==> src/include/psbc_defines.svh <==
// Register map, field positions, reset values and codes of the burst bus configuration block
// What this block does
// - Operating-mode bit set: reads and writes use the asynchronous protocol.
// - Mode bit clear: clock edge during address valid makes a synchronous write.
// - No edge means asynchronous write; controller raises chip enable between protocols.
// - Latency counts clock cycles from burst command to first data word.
// - Fixed latency: first data exactly latency-code cycles after the command.
// - Variable latency: code is the minimum; refresh collision adds read wait cycles.
// - Variable latency never adds wait cycles to burst writes.
// - Variable latency allows codes 2 (66 MHz) and 3 (80 MHz) only.
// - Fixed latency allows codes 2 to 6 at 33/52/66/75/104 MHz.
// - Variable synchronous read: wait at its active level while data invalid.
// - Wait configuration: assert during the delay or one cycle before it.
// - Wrap with 8-word length returns from word 7 to word 0.
// - Wrap and length settings act alike for reads and writes.
// - Wrap bit clear: length sets wrap boundary; set: always continuous.
// - Fixed-length burst runs until chip enable rises or a new burst starts.
// - Wrapping burst cycles its aligned 4, 8, 16 or 32 word block.
// - Operating-mode bit 15: zero synchronous, one asynchronous, reset asynchronous.
// - Length codes 1..4 give 4..32 words, 7 continuous and default.
// - Wait polarity bit 10: zero active low, one active high, default.
// - Wait configuration bit 8: one means one cycle early, default.
`ifndef PSBC_DEFINES_SVH
`define PSBC_DEFINES_SVH
`define PSBC_OFF_BCR 4'h0
`define PSBC_OFF_STAT 4'h4
`define PSBC_OFF_ADDR 4'h8
`define PSBC_BCR_RST 16'h9d1f
`define PSBC_BCR_WMASK 16'hfd3f
`define PSBC_B_MODE 15
`define PSBC_B_FIXED 14
`define PSBC_F_LAT 13:11
`define PSBC_B_WPOL 10
`define PSBC_B_WCFG 8
`define PSBC_B_WRAP 3
`define PSBC_F_LEN 2:0
`define PSBC_LEN_4 3'h1
`define PSBC_LEN_8 3'h2
`define PSBC_LEN_16 3'h3
`define PSBC_LEN_32 3'h4
`define PSBC_LEN_CONT 3'h7
`define PSBC_MASK_4 5'h03
`define PSBC_MASK_8 5'h07
`define PSBC_MASK_16 5'h0f
`define PSBC_MASK_32 5'h1f
`define PSBC_LAT_C2 3'h2
`define PSBC_LAT_C3 3'h3
`define PSBC_LAT_C4 3'h4
`define PSBC_LAT_C5 3'h5
`define PSBC_LAT_C6 3'h6
`define PSBC_LAT_LAST 5'h01
`define PSBC_MHZ_F2 8'h21
`define PSBC_MHZ_F3 8'h34
`define PSBC_MHZ_F4 8'h42
`define PSBC_MHZ_F5 8'h4b
`define PSBC_MHZ_F6 8'h68
`define PSBC_MHZ_V2 8'h42
`define PSBC_MHZ_V3 8'h50
`define PSBC_S_SEQ 0
`define PSBC_S_EOR 1
`define PSBC_S_CFG 2
`define PSBC_S_FREQ 3
`define PSBC_S_SWR 4
`define PSBC_S_BUSY 5
`define PSBC_S_WAIT 6
`define PSBC_F_STATE 11:8
`endif

==> src/include/psbc_pkg.sv <==
// Shared types of the burst bus configuration block
package psbc_pkg;
    typedef enum logic [3:0] {
        st_idle = 4'h1,
        st_lat = 4'h2,
        st_data = 4'h4,
        st_async = 4'h8
    } psbc_st_t;
    typedef struct packed {
        logic [15:0] bus_config_register;
        psbc_st_t st;
        logic is_wr;
        logic sync_last;
        logic sync_wr;
        logic ce_high;
        logic adv_edge;
        logic adv_prev;
        logic clk_prev;
        logic seq_err;
        logic eor_err;
        logic ack;
        logic [31:0] rdata;
        logic rd_v;
        logic wr_v;
        logic wait_q;
    } psbc_top_s_t;
    typedef struct packed {
        logic run;
        logic [4:0] cnt;
    } psbc_lat_s_t;
endpackage : psbc_pkg

==> src/include/psbc_cfg_if.sv <==
// Configuration and burst timing signals shared inside the block
`timescale 1ns/100ps
interface psbc_cfg_if #(parameter int AW = 23);
    logic fixed;
    logic [2:0] lat_code;
    logic early;
    logic wrap_off;
    logic [2:0] len;
    logic start;
    logic tick;
    logic stop;
    logic is_rd;
    logic refresh;
    logic step;
    logic [AW-1:0] start_addr;
    modport ctl (output fixed, lat_code, early, wrap_off, len, start, tick, stop, is_rd, refresh, step, start_addr);
    modport lat (input fixed, lat_code, early, start, tick, stop, is_rd, refresh);
    modport adr (input wrap_off, len, start, step, start_addr);
endinterface : psbc_cfg_if

==> src/design/psbc_addr.sv <==
// Burst address sequencer with wrap and linear modes
`timescale 1ns/100ps
`include "psbc_defines.svh"
module psbc_addr #(
    parameter int AW = 23,
    parameter int ROW_W = 7
) (
    input wire logic ref_clk_i,
    input wire logic nrst_i,
    psbc_cfg_if.adr cfg,
    output logic [AW-1:0] addr_o,
    output logic eor_o
);
    typedef struct packed {
        logic [AW-1:0] addr;
    } psbc_adr_s_t;
    psbc_adr_s_t s_r;
    psbc_adr_s_t s_nxt;
    logic [AW-1:0] mask;
    logic wrap_on;
    if (ROW_W < 5 || ROW_W >= AW || AW > 32) begin : g_chk
        $error("AW or ROW_W out of range");
    end
    always_comb begin
        case (cfg.len)
            `PSBC_LEN_4: mask = AW'(`PSBC_MASK_4);
            `PSBC_LEN_8: mask = AW'(`PSBC_MASK_8);
            `PSBC_LEN_16: mask = AW'(`PSBC_MASK_16);
            `PSBC_LEN_32: mask = AW'(`PSBC_MASK_32);
            default: mask = '0;
        endcase
        // Reserved lengths fall back to continuous
        wrap_on = !cfg.wrap_off && (mask != '0);
        s_nxt = s_r;
        if (cfg.start) begin
            s_nxt.addr = cfg.start_addr;
        end else if (cfg.step) begin
            if (wrap_on) begin
                s_nxt.addr = (s_r.addr & ~mask) | ((s_r.addr + 1'b1) & mask);
            end else begin
                s_nxt.addr = s_r.addr + 1'b1;
            end
        end
    end
    always_ff @(posedge ref_clk_i) begin
        if (!nrst_i) begin
            s_r <= '0;
        end else begin
            s_r <= s_nxt;
        end
    end
    assign addr_o = s_r.addr;
    assign eor_o = !wrap_on && (&s_r.addr[ROW_W-1:0]);
endmodule : psbc_addr

==> src/design/psbc_lat.sv <==
// Initial latency counter with refresh extension and wait timing
`timescale 1ns/100ps
`include "psbc_defines.svh"
module psbc_lat #(
    parameter int REFRESH_WAIT = 4
) (
    input wire logic ref_clk_i,
    input wire logic nrst_i,
    psbc_cfg_if.lat cfg,
    output logic first_o,
    output logic wait_act_o
);
    psbc_pkg::psbc_lat_s_t s_r;
    psbc_pkg::psbc_lat_s_t s_nxt;
    logic [4:0] load;
    if (REFRESH_WAIT < 0 || REFRESH_WAIT > 24) begin : g_chk
        $error("REFRESH_WAIT out of range");
    end
    always_comb begin
        load = {2'h0, cfg.lat_code};
        if (!cfg.fixed && cfg.is_rd && cfg.refresh) begin
            load = 5'(cfg.lat_code + REFRESH_WAIT);
        end
        // Reserved code 0 would wrap the counter and take 32 ticks
        if (load < `PSBC_LAT_LAST) begin
            load = `PSBC_LAT_LAST;
        end
        s_nxt = s_r;
        if (cfg.stop) begin
            s_nxt = '0;
        end else if (cfg.start) begin
            s_nxt.run = 1'b1;
            s_nxt.cnt = load;
        end else if (s_r.run && cfg.tick) begin
            s_nxt.cnt = s_r.cnt - 5'h01;
            s_nxt.run = (s_r.cnt != `PSBC_LAT_LAST);
        end
    end
    always_ff @(posedge ref_clk_i) begin
        if (!nrst_i) begin
            s_r <= '0;
        end else begin
            s_r <= s_nxt;
        end
    end
    assign first_o = s_r.run & cfg.tick & ~cfg.start & ~cfg.stop & (s_r.cnt == `PSBC_LAT_LAST);
    // Early mode drops wait for the last latency cycle, one cycle before normal mode
    assign wait_act_o = s_r.run & (s_r.cnt > (cfg.early ? `PSBC_LAT_LAST : 5'h00));
endmodule : psbc_lat

==> src/design/psbc_top.sv <==
// Pseudo-static RAM bus configuration, protocol detection and burst timing
`timescale 1ns/100ps
`include "psbc_defines.svh"
module psbc_top #(
    parameter int AW = 23,
    parameter int ROW_W = 7,
    parameter int REFRESH_WAIT = 4,
    parameter int LINK_MHZ = 66
) (
    input wire logic ref_clk_i,
    input wire logic nrst_i,
    input wire logic [3:0] avs_address_i,
    input wire logic avs_read_i,
    input wire logic avs_write_i,
    input wire logic [31:0] avs_writedata_i,
    input wire logic [3:0] avs_byteenable_i,
    output logic [31:0] avs_readdata_o,
    output logic avs_waitrequest_o,
    input wire logic mem_clk_i,
    input wire logic ce_n_i,
    input wire logic adv_n_i,
    input wire logic we_n_i,
    input wire logic [AW-1:0] addr_i,
    input wire logic refresh_busy_i,
    output logic wait_o,
    output logic [AW-1:0] burst_addr_o,
    output logic rd_valid_o,
    output logic wr_valid_o,
    output logic sync_write_o,
    output logic async_acc_o
);
    localparam psbc_pkg::psbc_top_s_t TOP_RST = '{
        bus_config_register: `PSBC_BCR_RST,
        st: psbc_pkg::st_idle,
        ce_high: 1'b1,
        adv_prev: 1'b1,
        default: '0
    };

    psbc_pkg::psbc_top_s_t s_r;
    psbc_pkg::psbc_top_s_t s_nxt;
    logic clk_rise;
    logic mode_async;
    logic cmd_sel;
    logic sync_cmd;
    logic adv_rel;
    logic async_go;
    logic async_wr;
    logic new_acc;
    logic new_sync;
    logic req;
    logic blk;
    logic w_go;
    logic cfg_err;
    logic freq_err;
    logic len_bad;
    logic var_rd;
    logic first;
    logic wait_act;
    logic end_of_row;
    logic [7:0] max_mhz;
    logic [7:0] clr;
    logic [15:0] bcr_w;
    logic [31:0] stat_w;
    logic [31:0] rd_mux;
    logic [AW-1:0] burst_addr;

    psbc_cfg_if #(.AW(AW)) cfg ();

    if (AW > 32 || LINK_MHZ < 1) begin : g_chk
        $error("AW or LINK_MHZ out of range");
    end

    // Highest clock the programmed latency code allows; zero marks a reserved code
    function automatic logic [7:0] psbc_max_mhz(input logic fixed, input logic [2:0] code);
        logic [7:0] m;
        m = 8'h00;
        if (fixed) begin
            case (code)
                `PSBC_LAT_C2: m = `PSBC_MHZ_F2;
                `PSBC_LAT_C3: m = `PSBC_MHZ_F3;
                `PSBC_LAT_C4: m = `PSBC_MHZ_F4;
                `PSBC_LAT_C5: m = `PSBC_MHZ_F5;
                `PSBC_LAT_C6: m = `PSBC_MHZ_F6;
                default: m = 8'h00;
            endcase
        end else begin
            case (code)
                `PSBC_LAT_C2: m = `PSBC_MHZ_V2;
                `PSBC_LAT_C3: m = `PSBC_MHZ_V3;
                default: m = 8'h00;
            endcase
        end
        return m;
    endfunction : psbc_max_mhz

    psbc_lat #(
        .REFRESH_WAIT(REFRESH_WAIT)
    ) u_lat (
        .ref_clk_i(ref_clk_i),
        .nrst_i(nrst_i),
        .cfg(cfg.lat),
        .first_o(first),
        .wait_act_o(wait_act)
    );

    psbc_addr #(
        .AW(AW),
        .ROW_W(ROW_W)
    ) u_addr (
        .ref_clk_i(ref_clk_i),
        .nrst_i(nrst_i),
        .cfg(cfg.adr),
        .addr_o(burst_addr),
        .eor_o(end_of_row)
    );

    assign cfg.fixed = s_r.bus_config_register[`PSBC_B_FIXED];
    assign cfg.lat_code = s_r.bus_config_register[`PSBC_F_LAT];
    assign cfg.early = s_r.bus_config_register[`PSBC_B_WCFG];
    assign cfg.wrap_off = s_r.bus_config_register[`PSBC_B_WRAP];
    assign cfg.len = s_r.bus_config_register[`PSBC_F_LEN];
    assign cfg.start = sync_cmd & (s_r.st != psbc_pkg::st_async);
    assign cfg.tick = clk_rise;
    assign cfg.stop = ce_n_i;
    assign cfg.is_rd = we_n_i;
    assign cfg.refresh = refresh_busy_i;
    assign cfg.step = clk_rise & ~ce_n_i & ~sync_cmd & (s_r.st == psbc_pkg::st_data);
    assign cfg.start_addr = addr_i;

    always_comb begin
        s_nxt = s_r;
        s_nxt.clk_prev = mem_clk_i;
        s_nxt.adv_prev = adv_n_i;
        s_nxt.rd_v = 1'b0;
        s_nxt.wr_v = 1'b0;
        s_nxt.ack = 1'b0;

        // Clock pin is sampled; its rising edge is one link cycle
        clk_rise = mem_clk_i & ~s_r.clk_prev;
        mode_async = s_r.bus_config_register[`PSBC_B_MODE];
        cmd_sel = ~ce_n_i & ~adv_n_i;
        sync_cmd = cmd_sel & clk_rise & ~mode_async;
        adv_rel = ~s_r.adv_prev & adv_n_i;
        async_go = cmd_sel & mode_async & (s_r.st == psbc_pkg::st_idle);
        // No edge seen while address valid was low: asynchronous write
        async_wr = adv_rel & ~s_r.adv_edge & ~ce_n_i & ~we_n_i & ~mode_async
            & (s_r.st == psbc_pkg::st_idle);
        s_nxt.adv_edge = ~adv_n_i & (s_r.adv_edge | clk_rise);

        new_sync = cfg.start;
        new_acc = new_sync | async_go | async_wr;
        s_nxt.ce_high = s_r.ce_high | ce_n_i;

        // Protocol change without chip enable going high between accesses
        clr = 8'h00;
        w_go = avs_write_i & s_r.ack;
        if (w_go && avs_address_i == `PSBC_OFF_STAT && avs_byteenable_i[0]) begin
            clr = avs_writedata_i[7:0];
        end
        s_nxt.seq_err = s_r.seq_err & ~clr[`PSBC_S_SEQ];
        s_nxt.eor_err = s_r.eor_err & ~clr[`PSBC_S_EOR];
        if (new_acc) begin
            s_nxt.ce_high = 1'b0;
            s_nxt.sync_last = new_sync;
            if (!s_r.ce_high && (new_sync != s_r.sync_last)) begin
                s_nxt.seq_err = 1'b1;
            end
        end
        // Linear burst stepping across a row end is a controller fault
        if (cfg.step && end_of_row) begin
            s_nxt.eor_err = 1'b1;
        end

        case (s_r.st)
            psbc_pkg::st_idle: begin
                if (new_sync) begin
                    s_nxt.st = psbc_pkg::st_lat;
                    s_nxt.is_wr = ~we_n_i;
                    s_nxt.sync_wr = ~we_n_i | s_r.sync_wr & we_n_i;
                end else if (async_go || async_wr) begin
                    s_nxt.st = psbc_pkg::st_async;
                    s_nxt.is_wr = ~we_n_i;
                    if (async_wr) begin
                        s_nxt.sync_wr = 1'b0;
                    end
                end
            end
            psbc_pkg::st_lat: begin
                if (ce_n_i) begin
                    s_nxt.st = psbc_pkg::st_idle;
                end else if (new_sync) begin
                    // Address valid low in the latency phase is taken as a new command
                    s_nxt.is_wr = ~we_n_i;
                    if (!we_n_i) begin
                        s_nxt.sync_wr = 1'b1;
                    end
                end else if (first) begin
                    s_nxt.st = psbc_pkg::st_data;
                    s_nxt.rd_v = ~s_r.is_wr;
                    s_nxt.wr_v = s_r.is_wr;
                end
            end
            psbc_pkg::st_data: begin
                if (ce_n_i) begin
                    s_nxt.st = psbc_pkg::st_idle;
                end else if (new_sync) begin
                    s_nxt.st = psbc_pkg::st_lat;
                    s_nxt.is_wr = ~we_n_i;
                    if (!we_n_i) begin
                        s_nxt.sync_wr = 1'b1;
                    end
                end else if (clk_rise) begin
                    // Bursts never stop on their own after the programmed length
                    s_nxt.rd_v = ~s_r.is_wr;
                    s_nxt.wr_v = s_r.is_wr;
                end
            end
            psbc_pkg::st_async: begin
                if (ce_n_i) begin
                    s_nxt.st = psbc_pkg::st_idle;
                end
            end
            default: begin
                s_nxt.st = psbc_pkg::st_idle;
            end
        endcase

        // Wait only speaks for variable-latency synchronous reads
        var_rd = ~s_r.bus_config_register[`PSBC_B_FIXED] & ~s_r.is_wr & (s_r.st == psbc_pkg::st_lat) & wait_act;
        s_nxt.wait_q = var_rd ? s_r.bus_config_register[`PSBC_B_WPOL] : ~s_r.bus_config_register[`PSBC_B_WPOL];

        max_mhz = psbc_max_mhz(s_r.bus_config_register[`PSBC_B_FIXED], s_r.bus_config_register[`PSBC_F_LAT]);
        len_bad = ~(s_r.bus_config_register[`PSBC_F_LEN] inside {`PSBC_LEN_4, `PSBC_LEN_8, `PSBC_LEN_16,
            `PSBC_LEN_32, `PSBC_LEN_CONT});
        cfg_err = (max_mhz == 8'h00) | len_bad;
        freq_err = (max_mhz != 8'h00) && (LINK_MHZ > int'(max_mhz));

        stat_w = 32'h0;
        stat_w[`PSBC_S_SEQ] = s_r.seq_err;
        stat_w[`PSBC_S_EOR] = s_r.eor_err;
        stat_w[`PSBC_S_CFG] = cfg_err;
        stat_w[`PSBC_S_FREQ] = freq_err;
        stat_w[`PSBC_S_SWR] = s_r.sync_wr;
        stat_w[`PSBC_S_BUSY] = (s_r.st != psbc_pkg::st_idle);
        stat_w[`PSBC_S_WAIT] = var_rd;
        stat_w[`PSBC_F_STATE] = s_r.st;
        case (avs_address_i)
            `PSBC_OFF_BCR: rd_mux = {16'h0, s_r.bus_config_register};
            `PSBC_OFF_STAT: rd_mux = stat_w;
            `PSBC_OFF_ADDR: rd_mux = 32'(burst_addr);
            default: rd_mux = 32'h0;
        endcase

        // Configuration may change only while the bus side is idle
        req = avs_read_i | avs_write_i;
        blk = avs_write_i & (avs_address_i == `PSBC_OFF_BCR) & (s_r.st != psbc_pkg::st_idle);
        avs_waitrequest_o = req & ~s_r.ack;
        if (req && !s_r.ack && !blk) begin
            s_nxt.ack = 1'b1;
            s_nxt.rdata = avs_read_i ? rd_mux : 32'h0;
        end
        bcr_w = s_r.bus_config_register;
        for (int i = 0; i < 2; i++) begin
            if (avs_byteenable_i[i]) begin
                bcr_w[i*8 +: 8] = avs_writedata_i[i*8 +: 8];
            end
        end
        if (w_go && avs_address_i == `PSBC_OFF_BCR) begin
            s_nxt.bus_config_register = bcr_w & `PSBC_BCR_WMASK;
        end
    end

    always_ff @(posedge ref_clk_i) begin
        if (!nrst_i) begin
            s_r <= TOP_RST;
        end else begin
            s_r <= s_nxt;
        end
    end

    assign avs_readdata_o = s_r.rdata;
    assign wait_o = s_r.wait_q;
    assign burst_addr_o = burst_addr;
    assign rd_valid_o = s_r.rd_v;
    assign wr_valid_o = s_r.wr_v;
    assign sync_write_o = s_r.sync_wr;
    assign async_acc_o = (s_r.st == psbc_pkg::st_async);
endmodule : psbc_top

==> config.mk <==
export PLATFORM = sky130hd
export DESIGN_NAME = psbc_top
export DESIGN_NICKNAME = d
export VERILOG_FILES = /design/src/include/psbc_pkg.sv /design/src/include/psbc_cfg_if.sv /design/src/design/psbc_addr.sv /design/src/design/psbc_lat.sv /design/src/design/psbc_top.sv
export VERILOG_INCLUDE_DIRS = /design/src /design/src/include
export SDC_FILE = /design/constraint.sdc
export NUM_CORES = 1
export LEC_CHECK = 0
export BUFFER_PORTS_ARGS = -buffer_cell sky130_fd_sc_hd__buf_2
export CAP_MARGIN = 5
export CORE_MARGIN = 2
export CORE_UTILIZATION = 52
export DETAILED_ROUTE_END_ITERATION = 10
export GPL_ROUTABILITY_DRIVEN = 0
export PLACE_DENSITY = 0.8
export SYNTH_ARGS = -nofsm -noshare
export SYNTH_HDL_FRONTEND = slang
export SYNTH_SLANG_ARGS = --single-unit
==> constraint.sdc <==
create_clock -name ref_clk_i -period 3 [get_ports ref_clk_i]
set_input_delay 0.75 -clock ref_clk_i [delete_from_list [all_inputs] [get_ports ref_clk_i]]
set_output_delay 0.75 -clock ref_clk_i [all_outputs]
set_load 0.02 [all_outputs]
==> reports/metrics.yaml, run 1 <==
outcome:
  run_status: "complete, no violations"
synthesis:
  syn-cell-area_um2: 4500
  ys_top_cells_by_area: "dfxtp_1, nand2_1, buf_4"
  synthFlopType: "dfxtp_1"
  synth.distinct_cells: 73
  syn_inst: 542
  ys_seq_area_share_pct: 36.5
  synth_most_common_cell: "dfxtp_1"
  yosys.area.top_type: "dfxtp_1"
  synth_top_area_share_pct: 36.5
  synth_area_per_cell_um2: 8.30
  ys_warn_count: 0
  synth_edf_count: 0
  ys_ff_latch: 82
  synth_top_cells_by_count: "dfxtp_1, nand2_1, a21oi_1, nor2_1, buf_4"
  ys_async_sr_fraction_pct: 0
route:
  drtIter0Drc: 641
  ant_nets: 0
  drtPass1Iterations: 9
  drc: 0
  vias_per_cell: 6.23
  wirelength_um: 12800
  dr_total_vias: 4507
  wl_per_cell_um: 17.8
timing:
  rsz0062_at_grt: "no"
  slew_headroom_pct: 57.9
  min_period_over_period_pct: 81.1
  worst_slew_pin_slew_ns: 0.626
  setup_tns_ns: 0
  skew_ns: 0.00996
  period_minus_slack_ns: 2.43
  fmax_mhz: 411
  finalWorstSetupSlack_ns: 0.566
  hold_slack_ns: 0.454
  hold_viol_final: 0
  finalSetupViolCount: 0
  finalMaxSlewViolations: 0
flow_run:
  max_cap_violations: 0
hold_path:
  worstHoldStart: "avs_readdata_o[20]"
  min_path_type: "reg -> reg"
die:
  rows: 33
  start_util_pct: 54.2
  die_y_um: 97.0
  die_x_um: 97.0
  core_area_um2: 8300
  num_io_pins: 133
  die_area_um2: 9410
worst_setup_path:
  cpLargestDelayFamily: "simple AND/OR/NAND/NOR gates"
  start_kind: "register"
  arrival_ns: 1.68
  cp-end-kind: "output pin"
  cpPeakStageDelay_ns: 0.52
  critPathBufInv: 2
  worstSetupPathType: "reg -> out"
  crit_chain: "or4b_1, inv_1, buf_2"
  cp_max_fo: 10
  critPathRequiredTime_ns: 2.25
  crit_start: "s_r[48]"
  slowest_stage: "or4b_1"
finish:
  regArea_um2: 1640
  drive_gt1_share_pct: 23.9
  multi_input_area_um2: 2500
  num-fill-cells: 731
  nNetsFinal: 692
  antenna_cells: 0
  area_delta_synth_final_pct: 13.8
  stdcell_count: 723
global_route:
  antenna_found_initial: 0
  grtUsageTotal_pct: 27.0
  grt_pass1_wl_um: 20800
  first_global_vias: 4221
  grt-ovfl-total: 0
  grt_max_degree: 45
cts:
  numCtsBuffers: 9
  postCtsResizedCells: 0
  cts_tree: "done"
  cts_hold_buf: 0
  clkTransAtPathRegs_ns: 0.08
  clock_insertion_delay_worst_skew_ns: 0.35
  clockRootBuffer: "clkbuf_8"
  cts_buffer_depth: 2
  clock_sink_count: 82
  post_cts_buffers: 0
  h-tree-depth: 3
power:
  max-vdd-ir-drop_mv: 0.197
  powerDensity_nw_per_um2: 415
  total_leakage_power_nw: 2.09
place:
  place_ws_ns: 0.305
  dpl.hpwl_um: 9340
  port_buffers: 102
  dp_cells: 709
[final cells by class]
cell class	instances	area share (%)
Multi-Input combinational cell	400	48.9
Inverter	7	0.514
Clock buffer	9	2.42
Sequential cell	82	32.1
Tap cell	105	2.57
Clock inverter	5	1.59
Timing Repair Buffer	115	11.9
[path summary, 6_finish.rpt]
path	endpoint	slack, ns	cells after the start
hold / removal	avs_readdata_o[20]	0.45	2
setup reg to reg	u_addr.addr_o[22]	0.58	6
setup / recovery	async_acc_o	0.57	3
hold reg to reg	avs_readdata_o[20]	0.45	2
[metrics by stage]
step                power, mW  util [%]  area [µm²]
floorplan                1.23         -        4530
global placement         1.28      59.2        4910
detailed placement       1.28      59.2        4910
CTS                      2.13      61.6        5120
global route             2.19      61.6        5120
finish                   2.12      61.6        5120
[worst reg2reg max path: stages, from the launching register on]
cell,delay [ns]
dfxtp_1,0.54
ha_1,0.28
nand4_1,0.24
nor4_1,0.64
nand4_1,0.21
o31a_1,0.28
o22ai_1,0.15
[where the power goes]
part / internal, mW / switching (mW) / leakage, nW
Clock: 0.460 / 0.401 / 0.101
Sequential: 1.10 / 0.00993 / 0.662
Combinational: 0.0552 / 0.102 / 1.33
[layout by cell type (no fill, tap or decap), types with 8 or more instances in the layout]
cell type,netlist,routed
buf_2,4,102
dfxtp_1,82,82
nand2_1,66,66
a21oi_1,37,37
nor2_1,33,33
nand3_1,22,22
o21ai_0,17,17
nor3_1,16,16
a211oi_1,14,14
mux2i_1,14,14
buf_4,32,13
and2_1,12,12
nand4_1,9,9
a222oi_1,9,9
conb_1,1,9
clkbuf_8,0,9
xor2_1,8,8
[flip-flops by register name, indices dropped and copies added, names as in the netlist, 3 cells and up, named ones only]
| register | flops |
|---|---|
| s_r | 16 |
| cfg.len | 3 |
| u_lat.s_r | 6 |
| u_addr.addr_o | 19 |
| cfg.lat_code | 3 |
| avs_readdata_o | 23 |
[kinds of logic after synthesis]
family,after synthesis,synth area share (%)
simple gates,221,26.0
compound gates,138,21.7
flops,82,36.5
buf+inv,68,8.63
mux,14,3.12
xor+xnor,13,2.53
fa+ha+maj,5,1.39
other cells,1,0.0834
[per-layer routing]
layer / global-route usage, % / share of wire, % / up-vias
met3: 6.21 / 10 / 44
met4: 10.9 / 2.9 / 0
li1: - / - / 2110
met5: 0 / 0 / -
met1: 35.3 / 41 / 2073
met2: 43.1 / 46 / 280
No activity file was read; power rests on OpenSTA's default activity.
==> inputs of run 2 (changes only) <==
--- a/config.mk
+++ b/config.mk
@@ -9,10 +9,10 @@
 export BUFFER_PORTS_ARGS = -buffer_cell sky130_fd_sc_hd__buf_2
 export CAP_MARGIN = 5
 export CORE_MARGIN = 2
-export CORE_UTILIZATION = 52
+export CORE_UTILIZATION = 47
 export DETAILED_ROUTE_END_ITERATION = 10
 export GPL_ROUTABILITY_DRIVEN = 0
-export PLACE_DENSITY = 0.8
+export PLACE_DENSITY = 0.77
 export SYNTH_ARGS = -nofsm -noshare
 export SYNTH_HDL_FRONTEND = slang
 export SYNTH_SLANG_ARGS = --single-unit
==> constraint.sdc (replaced) <==
create_clock -name ref_clk_i -period 2.1 [get_ports ref_clk_i]
set_input_delay 0.525 -clock ref_clk_i [delete_from_list [all_inputs] [get_ports ref_clk_i]]
set_output_delay 0.525 -clock ref_clk_i [all_outputs]
set_load 0.02 [all_outputs]
==> reports/metrics.yaml, run 2 (same netlist as run 1, synthesis figures left out) <==
global_route:
  grt-ovfl-total: 0  # unchanged
  grt_max_degree: 35  # -22%
  first_global_vias: 4380  # +3.8%
  grt_pass1_wl_um: 21700  # +4.1%
  antenna_found_initial: 0  # unchanged
  grtUsageTotal_pct: 26.6  # -0.38 points
cts:
  cts_tree: "done"
  cts_buffer_depth: 2  # unchanged
  clock_insertion_delay_worst_skew_ns: 0.36  # about the same
  post_cts_buffers: 0  # unchanged
  postCtsResizedCells: 3  # +3
  h-tree-depth: 3  # unchanged
  cts_hold_buf: 0  # unchanged
  numCtsBuffers: 9  # unchanged
  clock_sink_count: 82  # unchanged
  clkTransAtPathRegs_ns: 0.08  # about the same
  clockRootBuffer: "clkbuf_8"
worst_setup_path:
  cpPeakStageDelay_ns: 0.61  # +0.09 ns
  arrival_ns: 2.32  # +0.64 ns
  endpoint: "u_addr.addr_o[16]"
  cp_max_fo: 5  # -5
  r2r_end: "u_addr.addr_o[16]"
  critPathRequiredTime_ns: 2.38  # +0.13 ns
  cpLargestDelayFamily: "simple AND/OR/NAND/NOR gates"
  start_kind: "register"
  worstSetupPathType: "reg -> reg"
  rrSetupSlack_ns: 0.06  # -0.52 ns
  crit_chain: "ha_1, nand4_1, or4_1, o21ai_0, a31oi_1, nor3_1"
  reg2reg_depth: 6  # unchanged
  critPathBufInv: 0  # -2
  cp.depth: 6  # +3
  cp-end-kind: "register"
  slowest_stage: "or4_1"
place:
  dp_cells: 770  # +8.6%
  port_buffers: 102  # unchanged
  place_area_um2: 5240  # +6.8%
  dpl.hpwl_um: 10300  # +11%
outcome:
  run_status: "complete, no violations"
die:
  num_io_pins: 133  # unchanged
  die_y_um: 102  # +5.0%
  rows: 35  # +6.1%
  die_area_um2: 10400  # +10%
  die_x_um: 102  # +5.0%
  start_util_pct: 48.7  # -5.5 points
  core_area_um2: 9240  # +11%
timing:
  fmax_mhz: 491
  slew_headroom_pct: 65.8  # +7.8 points
  skew_ns: 0.00707  # -0.00289 ns
  period_minus_slack_ns: 2.04
  rsz0062_at_grt: "no"
  hold_viol_final: 0  # unchanged
  setup_tns_ns: 0  # unchanged
  min_period_over_period_pct: 96.9
  worst_slew_pin_slew_ns: 0.512  # -0.114 ns
  hold_slack_ns: 0.367  # -0.0871 ns
  finalSetupViolCount: 0  # unchanged
  finalMaxSlewViolations: 0  # unchanged
finish:
  stdcell_count: 784  # +8.4%
  antenna_cells: 0  # unchanged
  layout_commonest_cell: "buf_2"
  final_area_um2: 5480  # +7.1%
  mostFrequentLayoutCells: "buf_2, dfxtp_1, nand2_1"
  nNetsFinal: 729  # +5.3%
  area_delta_synth_final_pct: 21.9
  drive_gt1_share_pct: 29.5  # +5.5 points
  largest_register_ffs: 23  # unchanged
power:
  max-vdd-ir-drop_mv: 0.321  # +63%
  powerDensity_nw_per_um2: 563  # +36%
  total_leakage_power_nw: 2.29  # +9.5%
  total_power_mw: 3.09  # +45%
route:
  drc: 0  # unchanged
  drtIter0Drc: 491  # -23%
  wirelength_um: 13700  # +6.9%
  drtPass1Iterations: 7  # -2
  ant_nets: 0  # unchanged
  vias_per_cell: 5.87  # -5.9%
  dr_total_vias: 4600  # +2.1%
  wl_per_cell_um: 17.5  # -1.4%
hold_path:
  min_path_type: "in -> reg"
flow_run:
  max_cap_violations: 0  # unchanged
## run 2: power breakdown
group          switching [mW]  total (mW)  leakage [nW]  internal, mW
clock                   0.554        1.24         0.105         0.688
combinational           0.158       0.267          1.52         0.109
sequential             0.0128        1.58         0.662          1.57
## run 2: layout make-up
| cell class | instances | area [µm²] |
|---|---|---|
| Clock buffer | 11 | 141 |
| Clock inverter | 3 | 65.1 |
| Fill cell | 843 | 3760 |
| Inverter | 7 | 26.3 |
| Multi-Input combinational cell | 400 | 2530 |
| Sequential cell | 82 | 1640 |
| Tap cell | 129 | 161 |
| Timing Repair Buffer | 152 | 913 |
## run 2: through the flow
stage	util [%]	worst slack [ns]
final	59.3	0.0645
after global routing	59.3	0.00704
after CTS	59.1	0.0192
after detailed placement	56.8	-0.133
after global placement	56.8	-0.128
after floorplan	-	-0.0583
## run 2: how the worst min path moves through the flow
stage                                   start                 end  slack, ns  depth (start not counted)
after floorplan                       s_r[44]          rd_valid_o       0.43                          1
after CTS                  avs_writedata_i[2]          cfg.len[2]       0.37                          3
after detailed placement   avs_readdata_o[19]  avs_readdata_o[19]       0.44                          2
after global placement     avs_readdata_o[17]  avs_readdata_o[17]       0.44                          2
final                      avs_writedata_i[2]          cfg.len[2]       0.37                          3
after global routing      avs_writedata_i[12]     cfg.lat_code[1]       0.37                          3
## run 2: worst min-delay path: stages
cell and delay (ns):
buf_2 0.07, mux2i_1 0.05, nand2_1 0.05
## run 2: metal layers
metal	track usage (%)	part of all wire [%]	wire (µm)	vias to the layer above
met1	34.6	41	5640	2155
li1	-	-	-	2175
met5	0	0	0	-
met4	11.3	2.8	379	0
met3	5.61	8.2	1120	36
met2	43.1	48	6580	234
==> inputs of run 3 (changes only) <==
--- a/config.mk
+++ b/config.mk
@@ -10,6 +10,7 @@
 export CAP_MARGIN = 5
 export CORE_MARGIN = 2
 export CORE_UTILIZATION = 47
+export CTS_BUF_LIST = sky130_fd_sc_hd__clkbuf_16
 export DETAILED_ROUTE_END_ITERATION = 10
 export GPL_ROUTABILITY_DRIVEN = 0
 export PLACE_DENSITY = 0.77
==> reports/metrics.yaml, run 3 (same netlist as run 1, synthesis figures left out) <==
outcome:
  run_status: "complete, no violations"
global_route:
  grt_max_degree: 35  # unchanged
  first_global_vias: 4342  # -0.87%
  grt_pass1_wl_um: 21500  # -0.99%
  grtUsageTotal_pct: 26.5  # -0.16 points
  antenna_found_initial: 0  # unchanged
  grt-ovfl-total: 0  # unchanged
route:
  ant_nets: 0  # unchanged
  dr_wl_met3_um: 1230  # +9.6%
  wl_met1_um: 5560  # -1.5%
  dr_total_vias: 4643  # +0.93%
  drtIter0Drc: 522  # +6.3%
  drtPass1Iterations: 7  # unchanged
  route.met2.wl_um: 6320  # -4.0%
  wirelength_um: 13700  # -0.51%
  vias_per_cell: 5.92  # +0.93%
  top_layer: "met4"
  drc: 0  # unchanged
  wl_per_cell_um: 17.4  # -0.51%
cts:
  clock_insertion_delay_worst_skew_ns: 0.34  # -0.02 ns
  clockRootBuffer: "clkbuf_16"
  numCtsBuffers: 9  # unchanged
  clkTransAtPathRegs_ns: 0.06  # -0.02 ns
  clock_sink_count: 82  # unchanged
  cts_tree: "done"
  post_cts_buffers: 0  # unchanged
  cts_buffer_depth: 2  # unchanged
  h-tree-depth: 3  # unchanged
  postCtsResizedCells: 2  # -1
  cts_hold_buf: 0  # unchanged
timing:
  min_period_over_period_pct: 97.1  # +0.22 points
  worst_slew_pin_slew_ns: 0.505  # -0.00681 ns
  skew_ns: 0.00501  # -0.00206 ns
  finalMaxSlewViolations: 0  # unchanged
  finalWorstSetupSlack_ns: 0.0599  # -0.00462 ns
  slew_headroom_pct: 66.2  # +0.46 points
  hold_viol_final: 0  # unchanged
  finalSetupViolCount: 0  # unchanged
  fmax_mhz: 490  # -0.23%
  period_minus_slack_ns: 2.04  # +0.00462 ns
  setup_tns_ns: 0  # unchanged
finish:
  regArea_um2: 1640  # -0.15%
  area_delta_synth_final_pct: 24.0
  multi_input_area_um2: 2540  # +0.30%
  num-fill-cells: 830  # -1.5%
  antenna_cells: 0  # unchanged
  fin_util_pct: 60.4  # +1.0 points
  largest_register_ffs: 23  # unchanged
  nNetsFinal: 729  # unchanged
  layout_commonest_cell: "buf_2"
  drive_gt1_share_pct: 29.0  # -0.46 points
  stdcell_count: 784  # unchanged
  mostFrequentLayoutCells: "buf_2, dfxtp_1, nand2_1"
place:
  port_buffers: 102  # unchanged
  dp_cells: 770  # unchanged
  dpl.hpwl_um: 10300  # unchanged
  place_ws_ns: -0.133  # unchanged
worst_setup_path:
  cp-end-kind: "output pin"
  arrival_ns: 1.52  # -0.80 ns
  start_kind: "register"
  crit_start: "s_r[45]"
  worstSetupPathType: "reg -> out"
  critPathRequiredTime_ns: 1.57  # -0.81 ns
  cp_max_fo: 5  # unchanged
die:
  core_area_um2: 9240  # unchanged
  die_y_um: 102  # unchanged
  rows: 35  # unchanged
  die_area_um2: 10400  # unchanged
  die_x_um: 102  # unchanged
  start_util_pct: 48.7  # unchanged
  num_io_pins: 133  # unchanged
hold_path:
  worstHoldStart: "avs_writedata_i[2]"
  min_path_type: "in -> reg"
power:
  max-vdd-ir-drop_mv: 0.364  # +13%
  p_seq_share_pct: 45.6  # -5.5 points
  total_power_mw: 3.46  # +12%
  powerDensity_nw_per_um2: 621  # +10%
  p_int_mw: 2.69  # +14%
  total_leakage_power_nw: 2.34  # +2.3%
  p_clk_share_pct: 46.7  # +6.5 points
  combPwrFrac_pct: 7.7  # -1.0 points
  p_sw_uw: 768  # +5.9%
  netSwitchingFraction_pct: 22.2  # -1.3 points
flow_run:
  max_cap_violations: 0  # unchanged
-- run 3: cell types whose count changed in the layout (fill, tap and decap cells not counted), sizes merged --
cell    before  now
clkinv       2    3
clkbuf      11    9
inv          6    7
-- run 3: layer usage --
layer	track usage [%]	up-vias
met4	12.5	0
li1	-	2179
met2	42.6	252
met5	0	-
met1	34.1	2165
met3	5.40	47
-- run 3: worst paths after layout --
kind	depth (start not counted)	slack [ns]	to
hold reg to reg	2	0.44	avs_readdata_o[19]
setup reg to reg	6	0.07	u_addr.addr_o[16]
hold / removal	3	0.40	cfg.len[2]
setup / recovery	3	0.06	async_acc_o
-- run 3: worst max-delay path: stages (launching register included) --
cell	delay, ns
dfxtp_1	0.35
or4b_4	0.56
inv_1	0.11
buf_4	0.15
-- run 3: layout make-up --
type | count | area share, %
Timing Repair Buffer | 152 | 16.4
Clock inverter | 5 | 1.30
Inverter | 7 | 0.471
Sequential cell | 82 | 29.4
Multi-Input combinational cell | 400 | 45.5
Clock buffer | 9 | 4.04
Tap cell | 129 | 2.89
-- run 3: through the flow --
step	instance area [µm²]	hold WS (ns)
floorplan	4530	0.429
global placement	5240	0.436
detailed placement	5240	0.442
CTS	5550	0.395
global route	5580	0.402
finish	5580	0.396
-- run 3: power groups by stage --
stage	registers (mW)	logic, mW	clock network, mW
2_1_floorplan	1.61	0.141	0
3_3_place_gp	1.61	0.254	0
3_5_place_dp	1.61	0.257	0
4_1_cts	1.58	0.260	1.64
5_1_grt	1.58	0.286	1.70
6_report	1.58	0.265	1.62
